--- config.mk ---
export PLATFORM = sky130hd
export DESIGN_NAME = lcc_charger
export DESIGN_NICKNAME = d
export VERILOG_FILES = /design/src/hw/lcc_pkg.sv /design/src/hw/lcc_charger.sv
export VERILOG_INCLUDE_DIRS = /design/src /design/src/hw
export SDC_FILE = /design/constraint.sdc
export NUM_CORES = 1
export LEC_CHECK = 0
export BUFFER_PORTS_ARGS = -buffer_cell sky130_fd_sc_hd__buf_2
export CAP_MARGIN = 25
export CORE_UTILIZATION = 60
export CTS_BUF_LIST = sky130_fd_sc_hd__clkbuf_2 sky130_fd_sc_hd__clkbuf_4 sky130_fd_sc_hd__clkbuf_8
export CTS_CLUSTER_DIAMETER = 150
export DETAILED_ROUTE_END_ITERATION = 10
export MAX_ROUTING_LAYER = met4
export PLACE_DENSITY = 0.91
export SLEW_MARGIN = 20
export SYNTH_ARGS = -nofsm -noshare
export SYNTH_HDL_FRONTEND = slang
export SYNTH_SLANG_ARGS = --single-unit
export TNS_END_PERCENT = 10
--- constraint.sdc ---
create_clock -name aclk -period 5.25 [get_ports aclk]
set_clock_uncertainty 0.2 [all_clocks]
set_input_delay 1.05 -clock aclk [delete_from_list [all_inputs] [get_ports aclk]]
set_output_delay 1.05 -clock aclk [all_outputs]
set_load 0.1 [all_outputs]
--- src/hw/lcc_defines.svh ---
// Register offsets, field positions, reset values and timing counts of the charge controller
`ifndef LCC_DEFINES_SVH
`define LCC_DEFINES_SVH

`define LCC_OFF_STATUS 8'h00
`define LCC_OFF_SETUP 8'h04
`define LCC_OFF_BUCK1 8'h08
`define LCC_OFF_BUCK2 8'h0C
`define LCC_OFF_IND_ON 8'h10
`define LCC_OFF_IND_PER 8'h14
`define LCC_OFF_CURRENT 8'h18

`define LCC_SETUP_RST 8'h00
`define LCC_SETUP_USB500 1
`define LCC_SETUP_RED_LO 2
`define LCC_SETUP_TIMER_EN 5
`define LCC_SETUP_CHG_RESET 6
`define LCC_BUCK1_RST 8'h00
`define LCC_BUCK1_LP_EN 5
`define LCC_BUCK2_RST 8'h00
`define LCC_BUCK2_LP_OFF 7
`define LCC_IND_RST 8'h00

`define LCC_ST_FAULT 0
`define LCC_ST_TAPER 1
`define LCC_ST_TERM 2
`define LCC_ST_PRE 3
`define LCC_ST_FAST 4
`define LCC_ST_SLEEP 5
`define LCC_ST_THERM 6

`define LCC_MAIN_LO 8'h1E
`define LCC_MAIN_HI 8'h21
`define LCC_CORE_LO 8'h0F
`define LCC_CORE_HI 8'h12

`define LCC_CUR_FULL 8'hFF
`define LCC_CUR_USB100 8'h1A
`define LCC_CUR_USB500 8'h80

// Plain default timer lengths in cycles; 32-bit timers cap them
`define LCC_PRE_CYC 32'd1500000000
`define LCC_CHG_CYC 32'd4000000000
`define LCC_TAPER_CYC 32'd1500000000
`define LCC_CLK_KHZ 50000
`define LCC_IND_TICK_US 10000
`define LCC_IND_TICK_CYC ((`LCC_IND_TICK_US * `LCC_CLK_KHZ) / 1000)

`endif

--- src/hw/lcc_pkg.sv ---
// Types of the charge controller
package lcc_pkg;
	typedef enum logic [2:0] {
		LCC_SLEEP = 3'b000,
		LCC_PRE = 3'b001,
		LCC_FAST = 3'b010,
		LCC_DONE = 3'b011,
		LCC_FAULT = 3'b100,
		LCC_IDLE = 3'b101
	} lcc_phase_t;

	typedef struct packed {
		logic ac_valid;
		logic usb_valid;
		logic ac_ovlo;
		logic below_lowv;
		logic below_rch;
		logic at_taper;
		logic below_term;
		logic hot;
		logic batt_new;
		logic deep_sleep_request;
	} lcc_sense_t;

	typedef struct packed {
		logic [31:0] awaddr;
		logic awvalid;
		logic [31:0] wdata;
		logic [3:0] wstrb;
		logic wvalid;
		logic bready;
		logic [31:0] araddr;
		logic arvalid;
		logic rready;
	} lcc_axi_req_t;

	typedef struct packed {
		logic awready;
		logic wready;
		logic [1:0] bresp;
		logic bvalid;
		logic arready;
		logic [31:0] rdata;
		logic [1:0] rresp;
		logic rvalid;
	} lcc_axi_rsp_t;
endpackage

--- src/hw/lcc_charger.sv ---
// Charge controller: phase sequencing, timers, supply-valid output and AXI4-Lite registers
// Functional notes
// Low cell at start: precharge at tenth current
// Precharge timer expiry: stop, fault, detect current
// Fault held until reset, new cell, clear
// USB current 100 or 500 mA, 100 default
// 25% reduction steps apply to AC only
// Fast timer expiry without taper: fault, stop
// Leaving voltage regulation resets fast timer
// Timers disabled until setup bit 5 set; the precharge timer runs regardless of bit 5
// Taper reached: start taper timer, then terminate
// Current above taper resets taper timer
// Restart charge below recharge level
// Thermal suspend holds both timer counts
// Below termination current: terminate at once
// New cell: charge, clear taper/term flags, release
// Both inputs absent: sleep
// Supply valid when AC or USB valid
// Off in sleep; AC overvoltage invalid
// Charger reset bit: supply-valid high impedance
// Supply-valid follows charger or indicator regs
// Suspend charging while junction too hot; precharge current keeps flowing while hot
// Strap pins choose converter default voltages
// Deep-sleep request gated by allow bit
//
// Decided for this implementation: the AXI4-Lite interface to the registers and the address map.
`timescale 1ns/1ps
`default_nettype none
`include "lcc_defines.svh"

module lcc_charger
	import lcc_pkg::*;
#(
	parameter int unsigned PRE_CYC = `LCC_PRE_CYC,
	parameter int unsigned CHG_CYC = `LCC_CHG_CYC,
	parameter int unsigned TAPER_CYC = `LCC_TAPER_CYC,
	parameter int unsigned TICK_CYC = `LCC_IND_TICK_CYC
) (
	// Clock and reset
	input wire logic aclk,
	input wire logic aresetn,
	// Register bus
	input wire lcc_axi_req_t axi_req,
	output lcc_axi_rsp_t axi_rsp,
	// Analog comparator pins
	input wire lcc_sense_t sense_pin,
	input wire logic main_default_strap,
	input wire logic core_default_strap,
	// Charger drive
	output logic charge_on,
	output logic [7:0] charge_level,
	output logic detect_current,
	output logic interrupt_out,
	// Supply-valid open-drain pin
	output logic supply_valid_out,
	output logic supply_valid_oe,
	// Converter targets
	output logic [7:0] main_target,
	output logic [7:0] core_target,
	output logic core_enable
);

	typedef struct packed {
		lcc_sense_t s1;
		lcc_sense_t s2;
		logic strap_done;
		logic [1:0] strap_s1;
		logic [1:0] strap_s2;
		lcc_phase_t phase;
		logic [31:0] tmr_a;
		logic [31:0] tmr_fast;
		logic [31:0] tmr_taper;
		logic [6:0] flags;
		logic [7:0] setup;
		logic [7:0] buck1;
		logic [7:0] buck2;
		logic [7:0] ind_on;
		logic [7:0] ind_per;
		logic [31:0] tick;
		logic [7:0] ind_cnt;
		logic [7:0] main_t;
		logic [7:0] core_t;
		logic aw_got;
		logic [7:0] aw_a;
		logic w_got;
		logic [31:0] w_d;
		logic [3:0] w_s;
		logic bvalid;
		logic [1:0] bresp;
		logic rvalid;
		logic [31:0] rdata;
		logic [1:0] rresp;
		logic [7:0] cur;
		logic sv_on;
	} lcc_state_t;

	lcc_state_t st_r;
	lcc_state_t st_nxt;
	lcc_sense_t sn;
	logic chg_rst;
	logic in_ok;
	logic tmr_en;
	logic [7:0] ac_cur;

	assign sn = st_r.s2;
	assign chg_rst = st_r.setup[`LCC_SETUP_CHG_RESET];
	assign tmr_en = st_r.setup[`LCC_SETUP_TIMER_EN];
	assign in_ok = (sn.ac_valid && !sn.ac_ovlo) || sn.usb_valid;

	////////////////////////////////////////////////////////////////////
	// Current level per source
	always_comb begin
		case (st_r.setup[`LCC_SETUP_RED_LO +: 2])
			2'b01: ac_cur = 8'(`LCC_CUR_FULL - (`LCC_CUR_FULL >> 2));
			2'b10: ac_cur = 8'(`LCC_CUR_FULL >> 1);
			2'b11: ac_cur = 8'(`LCC_CUR_FULL >> 2);
			default: ac_cur = `LCC_CUR_FULL;
		endcase
	end

	////////////////////////////////////////////////////////////////////
	// Next state
	always_comb begin
		logic [31:0] v;
		logic wr;
		logic rd;
		logic [7:0] full;
		v = 32'h0;
		wr = 1'b0;
		rd = 1'b0;
		full = 8'h00;
		st_nxt = st_r;
		st_nxt.s1 = sense_pin;
		st_nxt.s2 = st_r.s1;
		// Straps caught once after reset release
		if (!st_r.strap_done) begin
			st_nxt.strap_done = 1'b1;
			st_nxt.main_t = st_r.strap_s2[1] ? `LCC_MAIN_HI : `LCC_MAIN_LO;
			st_nxt.core_t = st_r.strap_s2[0] ? `LCC_CORE_HI : `LCC_CORE_LO;
		end

		full = (sn.ac_valid && !sn.ac_ovlo) ? ac_cur :
			!sn.usb_valid ? 8'h00 :
			(st_r.setup[`LCC_SETUP_USB500] ? `LCC_CUR_USB500 : `LCC_CUR_USB100);

		// Charge phases
		if (chg_rst) begin
			st_nxt.phase = LCC_IDLE;
		end else if (!sn.ac_valid && !sn.usb_valid) begin
			st_nxt.phase = LCC_SLEEP;
		end else if (sn.batt_new && sn.below_rch && st_r.phase != LCC_PRE && st_r.phase != LCC_FAST) begin
			st_nxt.phase = sn.below_lowv ? LCC_PRE : LCC_FAST;
			st_nxt.flags[`LCC_ST_TAPER] = 1'b0;
			st_nxt.flags[`LCC_ST_TERM] = 1'b0;
			st_nxt.flags[`LCC_ST_FAULT] = 1'b0;
			st_nxt.tmr_a = 32'h0;
			st_nxt.tmr_fast = 32'h0;
			st_nxt.tmr_taper = 32'h0;
		end else begin
			case (st_r.phase)
				LCC_SLEEP, LCC_IDLE: begin
					if (in_ok) begin
						st_nxt.phase = sn.below_lowv ? LCC_PRE : LCC_FAST;
						st_nxt.tmr_a = 32'h0;
						st_nxt.tmr_fast = 32'h0;
						st_nxt.tmr_taper = 32'h0;
					end
				end
				LCC_PRE: begin
					if (!sn.below_lowv) begin
						st_nxt.phase = LCC_FAST;
					end else if (!sn.hot) begin
						if (st_r.tmr_a >= PRE_CYC - 1) begin
							st_nxt.phase = LCC_FAULT;
							st_nxt.flags[`LCC_ST_FAULT] = 1'b1;
						end else begin
							st_nxt.tmr_a = st_r.tmr_a + 32'd1;
						end
					end
				end
				LCC_FAST: begin
					if (sn.below_term && sn.at_taper) begin
						st_nxt.phase = LCC_DONE;
						st_nxt.flags[`LCC_ST_TERM] = 1'b1;
					end else if (!sn.hot && tmr_en) begin
						if (!sn.at_taper) begin
							st_nxt.tmr_taper = 32'h0;
							if (st_r.tmr_fast >= CHG_CYC - 1) begin
								st_nxt.phase = LCC_FAULT;
								st_nxt.flags[`LCC_ST_FAULT] = 1'b1;
							end else begin
								st_nxt.tmr_fast = st_r.tmr_fast + 32'd1;
							end
						end else if (st_r.tmr_taper >= TAPER_CYC - 1) begin
							st_nxt.phase = LCC_DONE;
							st_nxt.flags[`LCC_ST_TAPER] = 1'b1;
						end else begin
							st_nxt.tmr_taper = st_r.tmr_taper + 32'd1;
						end
					end
					if (sn.below_lowv) begin
						st_nxt.tmr_fast = 32'h0;
						st_nxt.tmr_taper = 32'h0;
					end
				end
				LCC_DONE: begin
					if (sn.below_rch) begin
						st_nxt.phase = LCC_FAST;
						st_nxt.tmr_fast = 32'h0;
						st_nxt.tmr_taper = 32'h0;
					end
				end
				LCC_FAULT: begin
					if (!st_r.flags[`LCC_ST_FAULT]) begin
						st_nxt.phase = LCC_IDLE;
					end
				end
				default: st_nxt.phase = LCC_IDLE;
			endcase
		end
		st_nxt.flags[`LCC_ST_PRE] = (st_nxt.phase == LCC_PRE);
		st_nxt.flags[`LCC_ST_FAST] = (st_nxt.phase == LCC_FAST);
		st_nxt.flags[`LCC_ST_SLEEP] = (st_nxt.phase == LCC_SLEEP);
		st_nxt.flags[`LCC_ST_THERM] = sn.hot;

		// Drive level: tenth in precharge
		case (st_nxt.phase)
			LCC_PRE: st_nxt.cur = full / 8'd10;
			LCC_FAST: st_nxt.cur = sn.hot ? 8'h00 : full;
			default: st_nxt.cur = 8'h00;
		endcase

		// Supply-valid: charger or indicator timing
		st_nxt.tick = (st_r.tick >= TICK_CYC - 1) ? 32'h0 : st_r.tick + 32'd1;
		if (st_r.tick >= TICK_CYC - 1) begin
			st_nxt.ind_cnt = (st_r.ind_cnt >= st_r.ind_per) ? 8'h00 : st_r.ind_cnt + 8'h01;
		end
		if (st_r.ind_per == 8'h00 && st_r.ind_on == 8'h00) begin
			st_nxt.sv_on = in_ok && st_r.phase != LCC_SLEEP;
		end else begin
			st_nxt.sv_on = (st_r.ind_cnt < st_r.ind_on);
		end

		// Register writes
		wr = st_r.aw_got && st_r.w_got && !st_r.bvalid;
		if (axi_req.awvalid && !st_r.aw_got) begin
			st_nxt.aw_got = 1'b1;
			st_nxt.aw_a = axi_req.awaddr[7:0];
		end
		if (axi_req.wvalid && !st_r.w_got) begin
			st_nxt.w_got = 1'b1;
			st_nxt.w_d = axi_req.wdata;
			st_nxt.w_s = axi_req.wstrb;
		end
		if (wr) begin
			st_nxt.aw_got = 1'b0;
			st_nxt.w_got = 1'b0;
			st_nxt.bvalid = 1'b1;
			st_nxt.bresp = 2'b00;
			if (st_r.w_s[0]) begin
				case (st_r.aw_a)
					`LCC_OFF_STATUS: st_nxt.flags[`LCC_ST_FAULT] = st_nxt.flags[`LCC_ST_FAULT] &
						!(st_r.w_d[`LCC_ST_FAULT] && st_nxt.phase == st_r.phase);
					`LCC_OFF_SETUP: st_nxt.setup = st_r.w_d[7:0];
					`LCC_OFF_BUCK1: st_nxt.buck1 = st_r.w_d[7:0];
					`LCC_OFF_BUCK2: st_nxt.buck2 = st_r.w_d[7:0];
					`LCC_OFF_IND_ON: st_nxt.ind_on = st_r.w_d[7:0];
					`LCC_OFF_IND_PER: st_nxt.ind_per = st_r.w_d[7:0];
					`LCC_OFF_CURRENT: st_nxt.bresp = 2'b00;
					default: st_nxt.bresp = 2'b10;
				endcase
			end
		end
		if (st_r.bvalid && axi_req.bready) begin
			st_nxt.bvalid = 1'b0;
		end

		// Register reads
		rd = axi_req.arvalid && !st_r.rvalid;
		if (rd) begin
			st_nxt.rvalid = 1'b1;
			st_nxt.rresp = 2'b00;
			case (axi_req.araddr[7:0])
				`LCC_OFF_STATUS: v = {25'h0, st_r.flags};
				`LCC_OFF_SETUP: v = {24'h0, st_r.setup};
				`LCC_OFF_BUCK1: v = {24'h0, st_r.buck1};
				`LCC_OFF_BUCK2: v = {24'h0, st_r.buck2};
				`LCC_OFF_IND_ON: v = {24'h0, st_r.ind_on};
				`LCC_OFF_IND_PER: v = {24'h0, st_r.ind_per};
				`LCC_OFF_CURRENT: v = {21'h0, st_r.phase, st_r.cur};
				default: begin
					v = 32'h0;
					st_nxt.rresp = 2'b10;
				end
			endcase
			st_nxt.rdata = v;
		end
		if (st_r.rvalid && axi_req.rready) begin
			st_nxt.rvalid = 1'b0;
		end

		if (!aresetn) begin
			st_nxt = '0;
			st_nxt.phase = LCC_SLEEP;
			st_nxt.setup = `LCC_SETUP_RST;
			st_nxt.buck1 = `LCC_BUCK1_RST;
			st_nxt.buck2 = `LCC_BUCK2_RST;
			st_nxt.ind_on = `LCC_IND_RST;
			st_nxt.ind_per = `LCC_IND_RST;
		end
		// Strap synchroniser runs through reset so straps are settled at release
		st_nxt.strap_s1 = {main_default_strap, core_default_strap};
		st_nxt.strap_s2 = st_r.strap_s1;
	end

	always_ff @(posedge aclk) begin
		st_r <= st_nxt;
	end

	////////////////////////////////////////////////////////////////////
	// Outputs
	always_comb begin
		axi_rsp = '0;
		axi_rsp.awready = !st_r.aw_got;
		axi_rsp.wready = !st_r.w_got;
		axi_rsp.bvalid = st_r.bvalid;
		axi_rsp.bresp = st_r.bresp;
		axi_rsp.arready = !st_r.rvalid;
		axi_rsp.rvalid = st_r.rvalid;
		axi_rsp.rdata = st_r.rdata;
		axi_rsp.rresp = st_r.rresp;
	end

	assign charge_on = (st_r.cur != 8'h00);
	assign charge_level = st_r.cur;
	assign detect_current = (st_r.phase == LCC_FAULT);
	assign interrupt_out = st_r.flags[`LCC_ST_FAULT] | st_r.flags[`LCC_ST_TAPER] | st_r.flags[`LCC_ST_TERM];
	assign supply_valid_out = 1'b0;
	assign supply_valid_oe = st_r.sv_on && !chg_rst;
	assign main_target = st_r.main_t;
	// Deep-sleep request only acts with allow bit
	assign core_target = (sn.deep_sleep_request && st_r.buck1[`LCC_BUCK1_LP_EN]) ?
		{1'b0, st_r.buck2[6:0]} : st_r.core_t;
	assign core_enable = !(sn.deep_sleep_request && st_r.buck1[`LCC_BUCK1_LP_EN] &&
		st_r.buck2[`LCC_BUCK2_LP_OFF]);

	////////////////////////////////////////////////////////////////////
	// Checks
	a_fault_stops: assert property (@(posedge aclk) disable iff (!aresetn)
		st_r.phase == LCC_FAULT |-> !charge_on && detect_current) else $error("charging in fault");
	a_sleep_no_sv: assert property (@(posedge aclk) disable iff (!aresetn)
		st_r.phase == LCC_SLEEP && st_r.ind_on == 8'h00 && st_r.ind_per == 8'h00 |=> !supply_valid_oe)
		else $error("supply valid in sleep");
	a_reset_hiz: assert property (@(posedge aclk) disable iff (!aresetn)
		chg_rst |-> !supply_valid_oe) else $error("pin driven in charger reset");
	a_hot_hold: assert property (@(posedge aclk) disable iff (!aresetn)
		sn.hot && st_r.phase == LCC_FAST && st_nxt.phase == LCC_FAST |=> $stable(st_r.tmr_fast))
		else $error("timer moved while hot");
	a_timer_off: assert property (@(posedge aclk) disable iff (!aresetn)
		!tmr_en && st_r.phase == LCC_FAST |=> st_r.tmr_fast == $past(st_r.tmr_fast) || st_r.tmr_fast == 32'h0)
		else $error("timer ran disabled");
	a_hot_off: assert property (@(posedge aclk) disable iff (!aresetn)
		st_r.phase == LCC_FAST && sn.hot ##1 st_r.phase == LCC_FAST |-> st_r.cur == 8'h00)
		else $error("charging while hot");
	a_both_gone: assert property (@(posedge aclk) disable iff (!aresetn)
		!sn.ac_valid && !sn.usb_valid && !chg_rst |=> st_r.phase == LCC_SLEEP) else $error("no sleep");
	a_lp_gate: assert property (@(posedge aclk) disable iff (!aresetn)
		!st_r.buck1[`LCC_BUCK1_LP_EN] |-> core_enable && core_target == st_r.core_t)
		else $error("sleep request not gated");
	a_no_source_off: assert property (@(posedge aclk) disable iff (!aresetn)
		!in_ok |=> !charge_on)
		else $error("charging with no valid input");

endmodule
`default_nettype wire

# [Word-level counts from Yosys, hierarchy flattened]
# Cells that the tools add are included.
# Widths: inputs -> output; s select.
[totals] out_inout_bits=71 regBits=320 in_bits=119
[op_classes] eq_ne=36 n_lt_le_gt_ge=6 add_sub_neg=5 muxes=80 n_bitwise=6 reduce_logical=64 div_mod_pow=1
[op_table] cell="$mux 300" count=1
[op_table] cell="$mux 64" count=4
[op_table] cell="$mux 32" count=7
[op_table] cell="$mux 99" count=2
[op_table] cell="$mux 96" count=2
[op_table] cell="$pmux 64 s3" count=1
[op_table] cell="$add 32x1->32 const B" count=4
[op_table] cell="$mux 8" count=12
[op_table] cell="$mux 41" count=2
[op_table] cell="$pmux 11 s7" count=1
[op_table] cell="$mux 35" count=2
[op_table] cell="$ge 32x31->1 const B" count=2
[op_table] cell="$pmux 32 s2" count=1
[op_table] cell="$eq 8x5->1 const B" count=6
[op_table] cell="$mux 3" count=15
[op_table] cell="$mux 37" count=1
[op_table] cell="$eq 8x4->1 const B" count=4
[op_table] cell="$ge 32x19->1 const B" count=1
[op_table] cell="$ge 32x32->1 const B" count=1
[op_table] cell="$logic_not 8->1" count=4
[op_table] cell="$pmux 8 s3" count=1
[op_table] cell="$logic_and 1x1->1" count=20
[op_table] cell="$eq 8x3->1 const B" count=2
[op_table] cell="$mux 16" count=1
[op_table] cell="41 further kinds" count=101

# [Logic depth before layout (Yosys ltp)]
[logic_depth] word_depth=18 ltp_mapped=18 ltp_nobuf=16

# [Least setup slack after synthesis]
# Ideal clock, no wire load.
[synth_timing] path_type="register -> output" startpoint="register st_r[294] in the netlist's numbering" endpoint="output detect_current" path_stages_with_launch=5 n_path_buf=3 t_required_ns=4.000 slack_ns=0.757 arrival_time_ns=3.243 cell_sequence="dfxtp_1 buf_2 buf_1 clkbuf_1 nor3b_1"
[synth_via] elab_chain_cells=1
[synth_lines] item="start: declaration" line_no="lcc_charger.sv:97" source="lcc_state_t st_r;"
[synth_lines] item="start signal: assignment" line_no="lcc_charger.sv:317" source="st_r <= st_nxt;"
[synth_lines] item="$eq 3x3->1" line_no="lcc_charger.sv:336" source="assign detect_current = (st_r.phase == LCC_FAULT);"
[synth_lines] item="end: declaration" line_no="lcc_charger.sv:52" source="output logic detect_current,"
# Every way passes these cells.

# [Worst setup path after layout]
[layout_timing] startpoint="register st_r[184] in the netlist's numbering" endpoint="register st_r (netlist bit charge_level[0])"
[layout_via] elab_chain_cells=5 elab_cells_between_ends=8
[layout_lines] item="$eq 2x2->1 / $eq 2x1->1 (equally long branches)" line_no="lcc_charger.sv:113" source="case (st_r.setup[`LCC_SETUP_RED_LO +: 2])"
[layout_lines] item="$pmux 8 s3 *" line_no="lcc_charger.sv:113"
[layout_lines] item="$mux 8 *" line_no="lcc_charger.sv:142" source="full = (sn.ac_valid && !sn.ac_ovlo) ? ac_cur :"
[layout_lines] item="$div 8x4->8 / $mux 8 (equally long branches)" line_no="lcc_charger.sv:228, lcc_charger.sv:229"
[layout_lines] item="$pmux 8 s2 *" line_no="lcc_charger.sv:227" source="case (st_nxt.phase)"
# Every way passes the cells marked *; elsewhere a longest branch is shown, timed or not.
# A chain may end at the register's enable or synchronous reset.

==> impl_metrics.tcl <==
set metrics [dict create \
    numPortBuffers 87 \
    critPathLaunch "st_r[184]" \
    grt_setup_unrepaired "no" \
    ios 190 \
    dieHeight_um 148.4 \
    fin_ws_ns 1.003 \
    fillers 1706 \
    outcome "complete, no violations" \
    mostFrequentLayoutCells "259 x dfxtp_1, 194 x nand2_1, 190 x nor2_1, 115 x a21oi_1, 88 x buf_2" \
    ys_seq_elements 259 \
    wl_per_cell_um 15.85 \
    power_frac_seq_pct 47.1 \
    crit_cells 15 \
    dpl_worst_slack_ns 1.120 \
    final_nets 1752 \
    synth_edf_count 0 \
    yosysWarnings 0 \
    path_buf_inv 1 \
    critPathSlowestCell "dfxtp_1" \
    ys_types 99 \
    drt_iter0_drc 978 \
    slew_viol_final 0 \
    async_flop_share_pct 0 \
    routed_via_density 5.931 \
    p_sw_uw 1113 \
    power_density_nw_per_um2 307.5 \
    die_w_um 148.4 \
    antenna_left 0 \
    ys_seq_area_share_pct 40.33 \
    clkPwrFrac_pct 44.9 \
    insertion_delay_ns 0.55 \
    r2r_slack_ns 1.00 \
    hpwl_um 21190 \
    ctsHtreeMaxLevel 2 \
    fin_cells 1915 \
    netSwitchingFraction_pct 25.80 \
    setup.worst_path.end_class "flip-flop" \
    grt.total_usage_pct 28.25 \
    clk_pin_slew_ns 0.06 \
    overflow 0 \
    routed_wl_um 30350 \
    post_cts_resized 0 \
    arrival_ns 4.47 \
    cts_sinks 259 \
    dp_cells 1838 \
    dr.pass1.iters 6 \
    antenna_cells 0 \
    ys.flop_type "dfxtp_1" \
    hold_class "flip-flop to flip-flop" \
    syn_to_final_growth_pct 9.139 \
    via_count 11360 \
    cpPeakStageDelay_ns 0.53 \
    timing.rr.start "st_r[184]" \
    place_congestion 0.9518 \
    ir_worst_vdd_mv 0.3029 \
    slew_headroom_pct 32.51 \
    cts_tree "yes" \
    cellInternalPower_uw 3201 \
    maxCapViolCount 0 \
    power_uw 4314 \
    topRoutingLayerUsed "met4" \
    worst_pin_slew_ns 1.011 \
    synthesis.area_um2 12860 \
    hold_violations 0 \
    reg2reg_depth 15 \
    cp_data_required_time_ns 5.48 \
    rr_endpoint "charge_level[0]" \
    min-delay-start "st_nxt[296]" \
    multiInputGateArea_um2 6915 \
    wl_met2_um 14330 \
    drc 0 \
    wl_met3_um 2472 \
    grt_max_degree 92 \
    critPathTopFamily "compound AO/OA/AOI/OAI gates" \
    p_leak_uw 0.005231 \
    fmax_ghz 0.2355 \
    cts_buffers 43 \
    postCtsSetupBuffers 0 \
    worst_setup_path_start_kind "flip-flop" \
    holdBufCountCts 0 \
    crit_chain "and2b_2, nor2_1, inv_1, ha_1, nand2b_1, and3_1, nor2_1, xnor2_1, ha_1, a21oi_1, o32ai_1, a2111oi_0, a32oi_1, a2111oi_0, o21bai_1" \
    regArea_um2 5185 \
    drive_gt1_share_pct 12.62 \
    antenna_found_initial 1 \
    setup_tns_ns 0 \
    clockBufferDepth 3 \
    m1WireLength_um 12630 \
    layout_commonest_cell "dfxtp_1" \
    power_frac_comb_pct 8.0 \
    grt_pass1_vias 10690 \
    core-area_um2 21020 \
    initial_core_util_pct 61.16 \
    crit_fanout 10 \
    fin_crit_ns 4.247 \
    grt_pass1_wl_um 49820 \
    rows 53 \
    die_area_um2 22020 \
    setup_violations 0 \
    path_class "flip-flop to flip-flop" \
    cp-endpoint "charge_level[0]" \
    syn-instance-count 1554 \
    avgSynthCellArea_um2 8.273 \
    ctsRootBufferMaster "clkbuf_8" \
    min_period_over_period_pct 80.89 \
]
worst min path at each step:
stage	endpoint	depth (start not counted)
6_report	st_r[296]	0
3_3_place_gp	st_r[295]	0
2_1_floorplan	st_r[295]	0
3_5_place_dp	st_r[296]	0
4_1_cts	st_r[296]	0
5_1_grt	st_r[296]	0
sequential cells by signal, indices dropped and copies added (netlist names):
| register | flops |
|---|---|
| st_r | 221 |
| axi_rsp | 15 |
| sn | 10 |
| charge_level | 8 |
| main_target | 2 |
| st_nxt | 2 |
| chg_rst | 1 |
Yosys cell counts (4+ instances only):
| master | instances | area, µm² |
|---|---|---|
| a21o_1 | 7 | 52.55 |
| a222oi_1 | 7 | 70.07 |
| nor2_1 | 190 | 713.2 |
| nor3_1 | 34 | 170.2 |
| o211ai_1 | 6 | 45.04 |
| buf_2 | 11 | 55.05 |
| nand3b_1 | 4 | 30.03 |
| and3_1 | 32 | 200.2 |
| nand4_1 | 36 | 225.2 |
| or3_1 | 13 | 81.33 |
| nand3_1 | 72 | 360.4 |
| nor2b_1 | 11 | 68.82 |
| o2111ai_1 | 4 | 35.03 |
| inv_1 | 40 | 150.1 |
| nand2b_1 | 14 | 87.58 |
| nor4b_1 | 7 | 61.31 |
| xnor2_1 | 35 | 306.5 |
| a211oi_1 | 7 | 52.55 |
| a22oi_1 | 10 | 75.07 |
| mux2i_1 | 26 | 260.3 |
| a21boi_0 | 4 | 30.03 |
| buf_6 | 5 | 56.30 |
| dfxtp_1 | 259 | 5185 |
| nor3b_1 | 8 | 60.06 |
| a21oi_1 | 115 | 575.6 |
| and2_1 | 30 | 187.7 |
| clkbuf_1 | 38 | 142.6 |
| o21ai_0 | 47 | 235.2 |
| and4_1 | 10 | 87.58 |
| nor4_1 | 17 | 106.4 |
| buf_1 | 8 | 30.03 |
| xor2_1 | 58 | 508.0 |
| buf_4 | 58 | 435.4 |
| ha_1 | 24 | 300.3 |
| nand2_1 | 194 | 728.2 |
| a31oi_1 | 10 | 62.56 |
| o21a_1 | 9 | 67.56 |
logic make-up after synthesis:
family / after synthesis / share of synthesized area, %
simple gates: 708 / 27.51
flops: 259 / 40.33
other cells: 1 / 0.02917
xor+xnor: 93 / 6.336
mux: 29 / 2.375
fa+ha+maj: 24 / 2.336
compound gates: 277 / 14.06
buf+inv: 163 / 7.017
power by group through the flow:
| stage | Sequential [µW] | Combinational, µW | Clock [µW] |
|---|---|---|---|
| 5_1_grt | 2030 | 369 | 2050 |
| 2_1_floorplan | 2060 | 316 | 0 |
| 6_report | 2030 | 346 | 1940 |
| 4_1_cts | 2030 | 344 | 1970 |
| 3_5_place_dp | 2070 | 342 | 0 |
| 3_3_place_gp | 2070 | 339 | 0 |
metrics by stage:
stage                     utilization, %  cell area, µm²  hold slack, ns
after global placement             62.20           13080          0.1106
after floorplan                        -           13000          0.1096
after detailed placement           62.20           13080          0.1121
after CTS                          66.72           14030          0.1261
after global routing               66.75           14030          0.1318
final                              66.75           14030          0.1256
worst reg2reg max path, cell delays in order, from the launching register on:
cell	delay, ns
dfxtp_1	0.53
and2b_2	0.30
nor2_1	0.24
inv_1	0.12
ha_1	0.33
nand2b_1	0.09
and3_1	0.25
nor2_1	0.33
xnor2_1	0.17
ha_1	0.28
a21oi_1	0.15
o32ai_1	0.14
a2111oi_0	0.33
a32oi_1	0.09
a2111oi_0	0.49
o21bai_1	0.10
area by class of cell:
cell class | count | share of cell area [%]
multi-input combinational | 1171 | 49.29
sequential | 259 | 36.95
clock buffer | 63 | 5.734
timing repair buffer | 94 | 3.460
tap | 275 | 2.452
inverter | 40 | 1.070
clock inverter | 13 | 1.043
per-layer routing:
layer | vias up | track usage, %
met5 | - | -
met4 | 0 | 11.24
met3 | 94 | 4.663
met2 | 524 | 46.17
met1 | 5281 | 34.79
li1 | 5459 | -
(Power assumes the default switching activity.)
